`src/hdl/csp_pkg.sv`:
```
// Package with register map, field layout, reset values and timing counts of the serial port.
package csp_pkg;

  // Byte addresses of the word-aligned registers on the register bus.
  localparam int           ADDR_W          = 5;
  localparam logic [4:0]   ADDR_DATA_LOW   = 5'h00;
  localparam logic [4:0]   ADDR_DATA_HIGH  = 5'h04;
  localparam logic [4:0]   ADDR_CONTROL    = 5'h08;
  localparam logic [4:0]   ADDR_FLAGS      = 5'h0c;
  localparam logic [4:0]   ADDR_TRIGGER    = 5'h10;

  // Bit positions inside the flag and trigger registers.
  localparam int           FLAG_DONE_BIT   = 0;
  localparam int           TRIGGER_BIT     = 0;
  localparam int           BUSY_BIT        = 0;

  // Reset values.
  localparam logic [3:0]   CONTROL_RESET   = 4'h0;
  localparam logic [7:0]   DATA_RESET      = 8'h00;

  // Clock source code that hands the shift clock to the remote device.
  localparam logic [1:0]   SRC_EXTERNAL    = 2'b11;

  // System clock rate in MHz, and half periods of the master shift clock in system clock cycles.
  localparam int           CLK_MHZ         = 200;
  localparam logic [15:0]  HALF_DIV_FAST   = 16'h0008;
  localparam logic [15:0]  HALF_DIV_MID    = 16'h0020;
  localparam logic [15:0]  HALF_DIV_SLOW   = 16'h0080;

  // Serial port control register layout.
  typedef struct packed {
    logic src_high;
    logic src_low;
    logic edge_sel;
    logic done_mask;
  } ctrl_t;

  // Link pins as seen after synchronisation.
  typedef struct packed {
    logic sclk;
    logic sdi;
  } link_in_t;

endpackage : csp_pkg

```
`src/hdl/clocked_serial_port_control.sv`:
```
// Clocked serial port: register slave, shift clock generation or capture, and transfer control.
`timescale 1ns/1ps
`default_nettype none
module clocked_serial_port_control (
  // Clock and reset
  input  wire logic        clk_i,
  input  wire logic        srst_i,
  // Avalon-MM slave
  input  wire logic [4:0]  avs_address_i,
  input  wire logic        avs_read_i,
  input  wire logic        avs_write_i,
  input  wire logic [31:0] avs_writedata_i,
  input  wire logic [3:0]  avs_byteenable_i,
  output logic      [31:0] avs_readdata_o,
  output logic             avs_waitrequest_o,
  // Interrupt
  output logic             irq_o,
  // Serial link
  input  wire logic        sclk_i,
  output logic             sclk_o,
  output logic             sclk_oe_n_o,
  input  wire logic        sdi_i,
  output logic             sdo_o
);

  typedef enum logic {ST_IDLE, ST_RUN} state_t;

  state_t             state;
  csp_pkg::ctrl_t     ctrl;
  csp_pkg::link_in_t  link_meta;
  csp_pkg::link_in_t  link_sync;
  logic               norm_d;
  logic               ack;
  logic               armed;
  logic               done_flag;
  logic               phase;
  logic [15:0]        div_cnt;
  logic [2:0]         bit_cnt;
  logic [7:0]         shift_data;

  // Pin synchronisers; only the second stage is read by logic.
  always_ff @(posedge clk_i)
  begin
    if (srst_i)
    begin
      link_meta <= '1;
      link_sync <= '1;
    end
    else
    begin
      link_meta <= {sclk_i, sdi_i};
      link_sync <= link_meta;
    end
  end

  // Bus decode. Every access waits one cycle, so read data are registered beforehand.
  wire       req        = avs_read_i | avs_write_i;
  wire       take       = req & ack;
  wire       sel_low    = avs_address_i == csp_pkg::ADDR_DATA_LOW;
  wire       sel_high   = avs_address_i == csp_pkg::ADDR_DATA_HIGH;
  wire       sel_ctrl   = avs_address_i == csp_pkg::ADDR_CONTROL;
  wire       sel_flags  = avs_address_i == csp_pkg::ADDR_FLAGS;
  wire       sel_trig   = avs_address_i == csp_pkg::ADDR_TRIGGER;
  wire       wr_ok      = take & avs_write_i & avs_byteenable_i[0];
  wire       busy       = state == ST_RUN;
  wire       data_touch = take & (sel_low | sel_high);
  wire       flag_read  = take & avs_read_i & sel_flags;
  wire       trig_write = wr_ok & sel_trig & avs_writedata_i[csp_pkg::TRIGGER_BIT];
  wire       start      = trig_write & armed & ~busy;
  wire       abort      = flag_read & busy;
  wire       ext_clk    = {ctrl.src_high, ctrl.src_low} == csp_pkg::SRC_EXTERNAL;

  assign avs_waitrequest_o = req & ~ack;

  wire [3:0] rd_mux = sel_low   ? shift_data[3:0] :
                      sel_high  ? shift_data[7:4] :
                      sel_ctrl  ? ctrl :
                      sel_flags ? {3'h0, done_flag} :
                      sel_trig  ? {3'h0, busy} : 4'h0;

  always_ff @(posedge clk_i)
  begin
    if (srst_i)
    begin
      ack <= 1'b0;
    end
    else
    begin
      ack <= req & ~ack;
    end
  end

  always_ff @(posedge clk_i)
  begin
    if (srst_i)
    begin
      avs_readdata_o <= 32'h0000_0000;
    end
    else if (avs_read_i & ~ack)
    begin
      avs_readdata_o <= {28'h000_0000, rd_mux};
    end
  end

  always_ff @(posedge clk_i)
  begin
    if (srst_i)
    begin
      ctrl <= csp_pkg::CONTROL_RESET;
    end
    else if (wr_ok & sel_ctrl)
    begin
      ctrl <= avs_writedata_i[3:0];
    end
  end

  // Master half period follows the clock source select.
  wire [15:0] half_div = ctrl.src_high ? csp_pkg::HALF_DIV_SLOW :
                         ctrl.src_low  ? csp_pkg::HALF_DIV_MID  : csp_pkg::HALF_DIV_FAST;
  wire        tick     = busy & ~ext_clk & (div_cnt == 16'h0000);

  always_ff @(posedge clk_i)
  begin
    if (srst_i | ~busy | tick)
    begin
      div_cnt <= half_div - 16'h0001;
    end
    else
    begin
      div_cnt <= div_cnt - 16'h0001;
    end
  end

  always_ff @(posedge clk_i)
  begin
    if (srst_i | ~busy)
    begin
      phase <= 1'b1;
    end
    else if (tick)
    begin
      phase <= ~phase;
    end
  end

  // Edge select flips the polarity; a low-going normalised edge shifts out, high-going samples.
  wire norm       = link_sync.sclk ^ ctrl.edge_sel;
  wire ext_lead   = norm_d & ~norm;
  wire ext_trail  = ~norm_d & norm;
  wire lead_edge  = busy & (ext_clk ? ext_lead : (tick & phase));
  wire trail_edge = busy & (ext_clk ? ext_trail : (tick & ~phase));
  wire last_bit   = trail_edge & (bit_cnt == 3'h7) & ~abort;

  always_ff @(posedge clk_i)
  begin
    if (srst_i)
    begin
      norm_d <= 1'b1;
    end
    else
    begin
      norm_d <= norm;
    end
  end

  always_ff @(posedge clk_i)
  begin
    if (srst_i)
    begin
      state <= ST_IDLE;
    end
    else
    begin
      unique case (state)
        ST_IDLE: if (start) state <= ST_RUN;
        ST_RUN:  if (abort | last_bit) state <= ST_IDLE;
      endcase
    end
  end

  always_ff @(posedge clk_i)
  begin
    if (srst_i | data_touch | ~busy)
    begin
      bit_cnt <= 3'h0;
    end
    else if (trail_edge)
    begin
      bit_cnt <= bit_cnt + 3'h1;
    end
  end

  // A data access arms the port, and the run that it starts uses the arming up.
  always_ff @(posedge clk_i)
  begin
    if (srst_i | start)
    begin
      armed <= 1'b0;
    end
    else if (data_touch & ~busy)
    begin
      armed <= 1'b1;
    end
  end

  // Only the value the reader was shown is cleared, and a new completion wins over the clear.
  wire flag_seen = flag_read & avs_readdata_o[csp_pkg::FLAG_DONE_BIT];

  always_ff @(posedge clk_i)
  begin
    if (srst_i)
    begin
      done_flag <= 1'b0;
    end
    else
    begin
      done_flag <= last_bit | (done_flag & ~flag_seen);
    end
  end

  assign irq_o = done_flag & ctrl.done_mask;

  always_ff @(posedge clk_i)
  begin
    if (srst_i)
    begin
      sclk_o      <= 1'b1;
      sclk_oe_n_o <= 1'b1;
    end
    else
    begin
      sclk_o      <= phase ^ ctrl.edge_sel;
      sclk_oe_n_o <= ext_clk;
    end
  end

  serial_shift_reg #(
    .WIDTH (8)
  ) u_shift (
    .clk_i       (clk_i),
    .srst_i      (srst_i),
    .load_low_i  (wr_ok & sel_low),
    .load_high_i (wr_ok & sel_high),
    .nibble_i    (avs_writedata_i[3:0]),
    .out_step_i  (lead_edge | start),
    .sample_i    (trail_edge),
    .sdi_i       (link_sync.sdi),
    .data_o      (shift_data),
    .sdo_o       (sdo_o)
  );

endmodule : clocked_serial_port_control
`default_nettype wire

```
`src/hdl/serial_shift_reg.sv`:
```
// Eight-bit shift register of the serial port, loaded in nibbles, shifted LSB first.
`timescale 1ns/1ps
`default_nettype none
module serial_shift_reg #(
  parameter int WIDTH = 8
) (
  // Clock and reset
  input  wire logic             clk_i,
  input  wire logic             srst_i,
  // Nibble loads from the register bus
  input  wire logic             load_low_i,
  input  wire logic             load_high_i,
  input  wire logic [3:0]       nibble_i,
  // Shift control
  input  wire logic             out_step_i,
  input  wire logic             sample_i,
  input  wire logic             sdi_i,
  // Results
  output logic      [WIDTH-1:0] data_o,
  output logic                  sdo_o
);

  if (WIDTH != 8)
  begin : g_width_check
    $error("serial_shift_reg supports only WIDTH of 8");
  end

  always_ff @(posedge clk_i)
  begin
    if (srst_i)
    begin
      data_o <= csp_pkg::DATA_RESET;
    end
    else if (load_low_i)
    begin
      data_o[3:0] <= nibble_i;
    end
    else if (load_high_i)
    begin
      data_o[7:4] <= nibble_i;
    end
    else if (sample_i)
    begin
      data_o <= {sdi_i, data_o[WIDTH-1:1]};
    end
  end

  always_ff @(posedge clk_i)
  begin
    if (srst_i)
    begin
      sdo_o <= 1'b1;
    end
    else if (out_step_i)
    begin
      sdo_o <= data_o[0];
    end
  end

endmodule : serial_shift_reg
`default_nettype wire

```
`config.mk`:
```
export PLATFORM = sky130hd
export DESIGN_NAME = clocked_serial_port_control
export DESIGN_NICKNAME = d
export VERILOG_FILES = /design/src/hdl/csp_pkg.sv /design/src/hdl/clocked_serial_port_control.sv /design/src/hdl/serial_shift_reg.sv
export SDC_FILE = /design/constraint.sdc
export NUM_CORES = 1
export LEC_CHECK = 0
export BUFFER_PORTS_ARGS = -buffer_cell sky130_fd_sc_hd__buf_2
export CAP_MARGIN = 0
export CORE_UTILIZATION = 55
export DETAILED_ROUTE_END_ITERATION = 10
export PLACE_DENSITY_LB_ADDON = 0.08
export REMOVE_ABC_BUFFERS = 1
export SKIP_LAST_GASP = 1
export SYNTH_ARGS = -nofsm -noshare
export SYNTH_HDL_FRONTEND = slang
export SYNTH_HIERARCHICAL = 1
export SYNTH_SLANG_ARGS = --single-unit
```
`constraint.sdc`:
```
create_clock -name clk_i -period 3.8 [get_ports clk_i]
set_input_delay 0.95 -clock clk_i [delete_from_list [all_inputs] [get_ports clk_i]]
set_output_delay 0.95 -clock clk_i [all_outputs]
set_load 0.02 [all_outputs]
```
# ---- Word level (Yosys, flattened, before mapping)
# Index checks and enable logic that the tools add are counted.
dict set report totals {
  regBits 48
  inputBits 47
  out_inout_bits 37
  elab_cells 106
}
dict set report classes {
  n_addsub 3
  n_eq_ne 7
  mux 17
  bitwise 51
  n_reduce_logical 6
}
# op count
set ops {}
lappend ops {{1-bit bitwise AND} 30}
lappend ops {{4-bit two-way mux} 6}
lappend ops {{16-bit logical NOT} 1}
lappend ops {{16-bit two-way mux} 1}
lappend ops {{8-bit two-way mux} 2}
lappend ops {{16-bit by 1-bit subtractor with 16-bit output (second input constant)} 1}
lappend ops {{5-bit by 4-bit == test with 1-bit output (second input constant)} 2}
lappend ops {{1-bit OR} 10}
lappend ops {{1-bit inverter} 9}
lappend ops {{8-bit by 1-bit subtractor with 9-bit output (second input constant)} 1}
lappend ops {{1-bit two-way mux} 6}
lappend ops {{6-bit two-way mux} 1}
lappend ops {{5-bit by 3-bit == test with 1-bit output (second input constant)} 1}
lappend ops {{5-bit == test (second input constant)} 1}
lappend ops {{5-bit logical NOT} 1}
lappend ops {{2-bit AND reduction} 2}
lappend ops {{2-bit nonzero test} 2}
lappend ops {{3-bit by 1-bit adder with 3-bit output (second input constant)} 1}
lappend ops {{3-bit == test (second input constant)} 1}
lappend ops {{2-bit == test (second input constant)} 1}
lappend ops {{2-bit by 1-bit inequality test with 1-bit output (second input constant)} 1}
lappend ops {{1-bit one-hot mux with 2 select lines} 1}
lappend ops {{1-bit bitwise XOR} 2}

# ---- Logic depth before layout (Yosys ltp)
dict set report logic_depth {
  word_depth 12
  ltp_mapped 10
  ltp_nobuf 9
}

# ---- Hierarchy
# Netlist, hierarchy kept.
# mod instances cells_per_inst area_per_inst_um2
set by_module_without_submodules {}
lappend by_module_without_submodules {clocked_serial_port_control 1 238 2163.3}
lappend by_module_without_submodules {serial_shift_reg 1 46 450.4}

# ---- Worst setup path after synthesis
# OpenSTA, ideal clock, no wires.
dict set report synth_timing {
  path_type {input port to flip-flop}
  start {in avs_address_i[1]}
  end {reg u_shift.data_o[0]}
  setup_time_ps 115
  arrival_ps 2333
  t_required_ps 3685
  path_slack_ps 1352
  stages 8
  cell_sequence {nor4_2 -> buf_4 -> nand2_1 -> nor2_1 -> buf_6 -> nand2b_4 -> mux2_4 -> o21a_1}
}
dict set report synth_via {
  elab_chain_cells 4
}
# element line
set synth_rtl {}
lappend synth_rtl {{start, declared} clocked_serial_port_control.sv:9} ;# input wire logic [4:0] avs_address_i,
lappend synth_rtl {{5-bit by 3-bit == test with 1-bit output or 5-bit logical NOT (tied branches)} {clocked_serial_port_control.sv:60, clocked_serial_port_control.sv:59}}
lappend synth_rtl {{1-bit bitwise AND, on equally long branches} {clocked_serial_port_control.sv:243, clocked_serial_port_control.sv:242}}
lappend synth_rtl {{2-bit by 1-bit inequality test with 1-bit output (no line) or 2-bit nonzero test (tied branches)} --}
lappend synth_rtl {{2-bit AND reduction (no line)} --}
lappend synth_rtl {{end signal, assigned} serial_shift_reg.sv:32} ;# data_o <= csp_pkg::DATA_RESET;
lappend synth_rtl {{end signal, assigned} serial_shift_reg.sv:36} ;# data_o[3:0] <= nibble_i;
lappend synth_rtl {{end signal, assigned} serial_shift_reg.sv:44} ;# data_o <= {sdi_i, data_o[WIDTH-1:1]};
lappend synth_rtl {{end, declared} serial_shift_reg.sv:19} ;# output logic [WIDTH-1:0] data_o,
# Parallel ways exist; a longest one is shown, timed or not.
# A chain may end at the register's enable or synchronous reset.

# ---- Worst setup path in the final report
# Same ends and word-level chain as after synthesis.

==> out/results.ini <==
[logic_synthesis]
muxShareOfSynthArea_pct=7.32
synthFlopType=dfxtp_1
synth_edf_count=0
synth.avg_cell_area_um2=9.20
yosys-top-cells-area=dfxtp_1 (37%), buf_4 (8.3%), mux2i_1 (5.7%)
ys_types=60
synth_simple_gate_area_share_pct=25.8
synth_top_family_by_area=simple AND/OR/NAND/NOR gates
synth_fa_ha_area_share_pct=1.91
ys_seq_area_share_pct=36.8
ys_ff_latch=48
yosysTopAreaCell=dfxtp_1
async_flop_share_pct=0
syn_area_um2=2610
ys_warn_count=6
synth_compound_area_share_pct=11.4
yosys.area_share.xor_xnor_pct=5.36
synth_top_area_share_pct=36.8
synthCells=284

[placement]
port_buffers=24
dp_hpwl_um=3310
gp_congestion=0.807
placed_area_um2=2650
pre_cts_ws_ns=0.837

[layout]
area_growth_pct=5.27
final_nets=357
fill_cells=400
multi_input_area_um2=1460
final_area_um2=2750
final_common_cell=dfxtp_1
fin_util_pct=61.5
regArea_um2=961
most-common-layout-cells=dfxtp_1 (48), nor2_1 (30), conb_1 (28), nand2_1 (25), buf_2 (24)
n_antenna_cell=0
drive_above_1_share_pct=20.2

[floorplanning]
start_util_pct=58.4
std_cell_rows=24
dieWidth_um=70.9
die_h_um=70.9
die_area_um2=5030
coreArea_um2=4470
ios=84

[clock_tree]
post-cts-setup-buffers=0
cts_root_buffer=clkbuf_8
post_cts_resized=0
htree_levels=2
cts_buffers=5
cts_hold_buf=0
path_clk_slew_ns=0.09
insertion_delay_ns=0.30
cts_tree=yes
cts.sinks=48
cts_buffer_depth=2

[pwr]
power_leakage_nw=1.09
power_density_nw_per_um2=331
seqPwrFrac_pct=56.4
ir_worst_vdd_v=0.000308
power_w=0.000910
combPwrFrac_pct=8.3
pwr-share-clk_pct=35.2
swShare_pct=25.6
p_switching_w=0.000233
internal_power_w=0.000677

[critical_path]
cp_max_fo=11
crit_chain=buf_2 > nor4_2 > buf_4 > nand2_1 > nor2_1 > nand2b_4 > mux2_4 > o21a_1
crit_family=simple AND/OR/NAND/NOR gates
critPathMaxStageDelay_ns=0.41
end_kind=register
crit_type=input pin to register
rrSetupSlack_ns=1.42
start_kind=input pin
crit_arrival_ns=2.85
reg2reg_to=u_shift/data_o[7]$_SDFFE_PP0P_
cp.depth=8
cp_num_buf_inv=2
cpMaxStageDelayCell=nor2_1
r2r_start=div_cnt[0]$_SDFF_PP1_
crit_path_start=avs_address_i[1]
worstPathRequired_ns=4.00
worstRegToRegCells=9
worstSetupEndpoint=u_shift/data_o[0]$_SDFFE_PP0P_

[route]
wire_per_inst_um=12.7
num_vias=1914
antenna_left=0
routed_wl_um=4570
first_pass_iters=7
wl_met1_um=2310
drc=12
via_per_inst=5.33
routed-wl-met2_um=2060
wl_met3_um=162
drtIter0Drc=120
top_layer=met4

[worst_hold_path]
hold_class=register to register

[timing]
fin_tns_setup_ns=0
slew_violations=0
setup_viol_count_final=0
hold_viol_final=0
skew_ns=0.00910
min_period_ns=2.65
relSlewSlack_pct=58.0
worstMarginPinSlew_ns=0.626
fin_crit_sh_pct=69.8
rsz0062_at_grt=false
timing.final.ws_setup_ns=1.15
fmax_mhz=377

[global_route]
antenna_found_initial=0
grt_pass1_wl_um=8080
grt_pass1_vias=1748
grt_use_total_pct=20.1
grt_max_degree=24
gr-total-overflow=0

[job]
max-cap-violations=0

[status]
violations=design-rule violations
outcome=finished, violations left

-- flip-flops by register name, summed over array words and instances (netlist names), 2 cells and up --
name,count
link_meta,2
div_cnt,16
link_sync,2
avs_readdata_o,4
bit_cnt,3
ctrl,4
u_shift/data_o,8
-- power groups by stage --
stage	combinational [W]	clock [W]	sequential, W
finish	0.0000757	0.000321	0.000514
global route	0.0000830	0.000345	0.000515
detailed placement	0.0000753	0	0.000525
global placement	0.0000749	0	0.000525
floorplan	0.0000442	0	0.000529
CTS	0.0000754	0.000332	0.000514
-- metal layers --
| layer | vias up | track usage (%) |
|---|---|---|
| li1 | 977 | - |
| met1 | 885 | 28.9 |
| met2 | 48 | 30.0 |
| met3 | 4 | 4.27 |
| met4 | 0 | 7.11 |
| met5 | - | 0 |
-- how the worst min path moves through the flow --
stage | cells past startpoint | end | startpoint
3_5_place_dp | 1 | link_sync[0]$_SDFF_PP1_ | link_meta[0]$_SDFF_PP1_
5_1_grt | 1 | link_sync[0]$_SDFF_PP1_ | link_meta[0]$_SDFF_PP1_
6_report | 1 | link_sync[0]$_SDFF_PP1_ | link_meta[0]$_SDFF_PP1_
4_1_cts | 1 | link_sync[0]$_SDFF_PP1_ | link_meta[0]$_SDFF_PP1_
2_1_floorplan | 1 | link_sync[0]$_SDFF_PP1_ | link_meta[0]$_SDFF_PP1_
3_3_place_gp | 1 | link_sync[1]$_SDFF_PP1_ | link_meta[1]$_SDFF_PP1_
-- cells in the mapped netlist (4+ instances only) --
master,instances
nor2b_1,8
nand2b_1,4
dfxtp_1,48
clkbuf_1,5
nand3_1,11
nand4_1,4
mux2i_1,15
buf_4,29
ha_1,4
o21ai_0,5
nand2_1,25
xor2_1,9
nor2_1,30
xnor2_1,7
or2_2,6
nor3_1,4
inv_1,7
a211oi_1,4
-- kinds of logic after synthesis --
kind of cell,Yosys count
simple gates,115
flops,48
buf+inv,46
compound gates,36
mux,18
xor+xnor,16
fa+ha+maj,4
other cells,1
-- worst reg2reg max path, stage by stage, from the launching register on --
cell      delay (ns)
dfxtp_1         0.35
inv_1           0.06
ha_1            0.17
nor3b_4         0.38
nand3_2         0.21
o21a_4          0.30
inv_1           0.16
o21ba_1         0.30
nor2_1          0.07
a211oi_1        0.30
-- layout make-up --
| class | instances | area share [%] |
|---|---|---|
| clock buffers | 6 | 3.00 |
| clock inverters | 2 | 0.546 |
| inverters | 7 | 0.955 |
| multi-input cells | 217 | 53.0 |
| flip-flops and latches | 48 | 34.9 |
| well taps | 52 | 2.36 |
| repair buffers | 27 | 5.18 |
-- through the flow --
step / hold slack [ns] / instances
final: 0.426 / 359
after global routing: 0.454 / 359
after CTS: 0.426 / 359
after detailed placement: 0.399 / 351
after global placement: 0.393 / 351
after floorplan: 0.389 / 272
(Power assumes the default switching activity.)
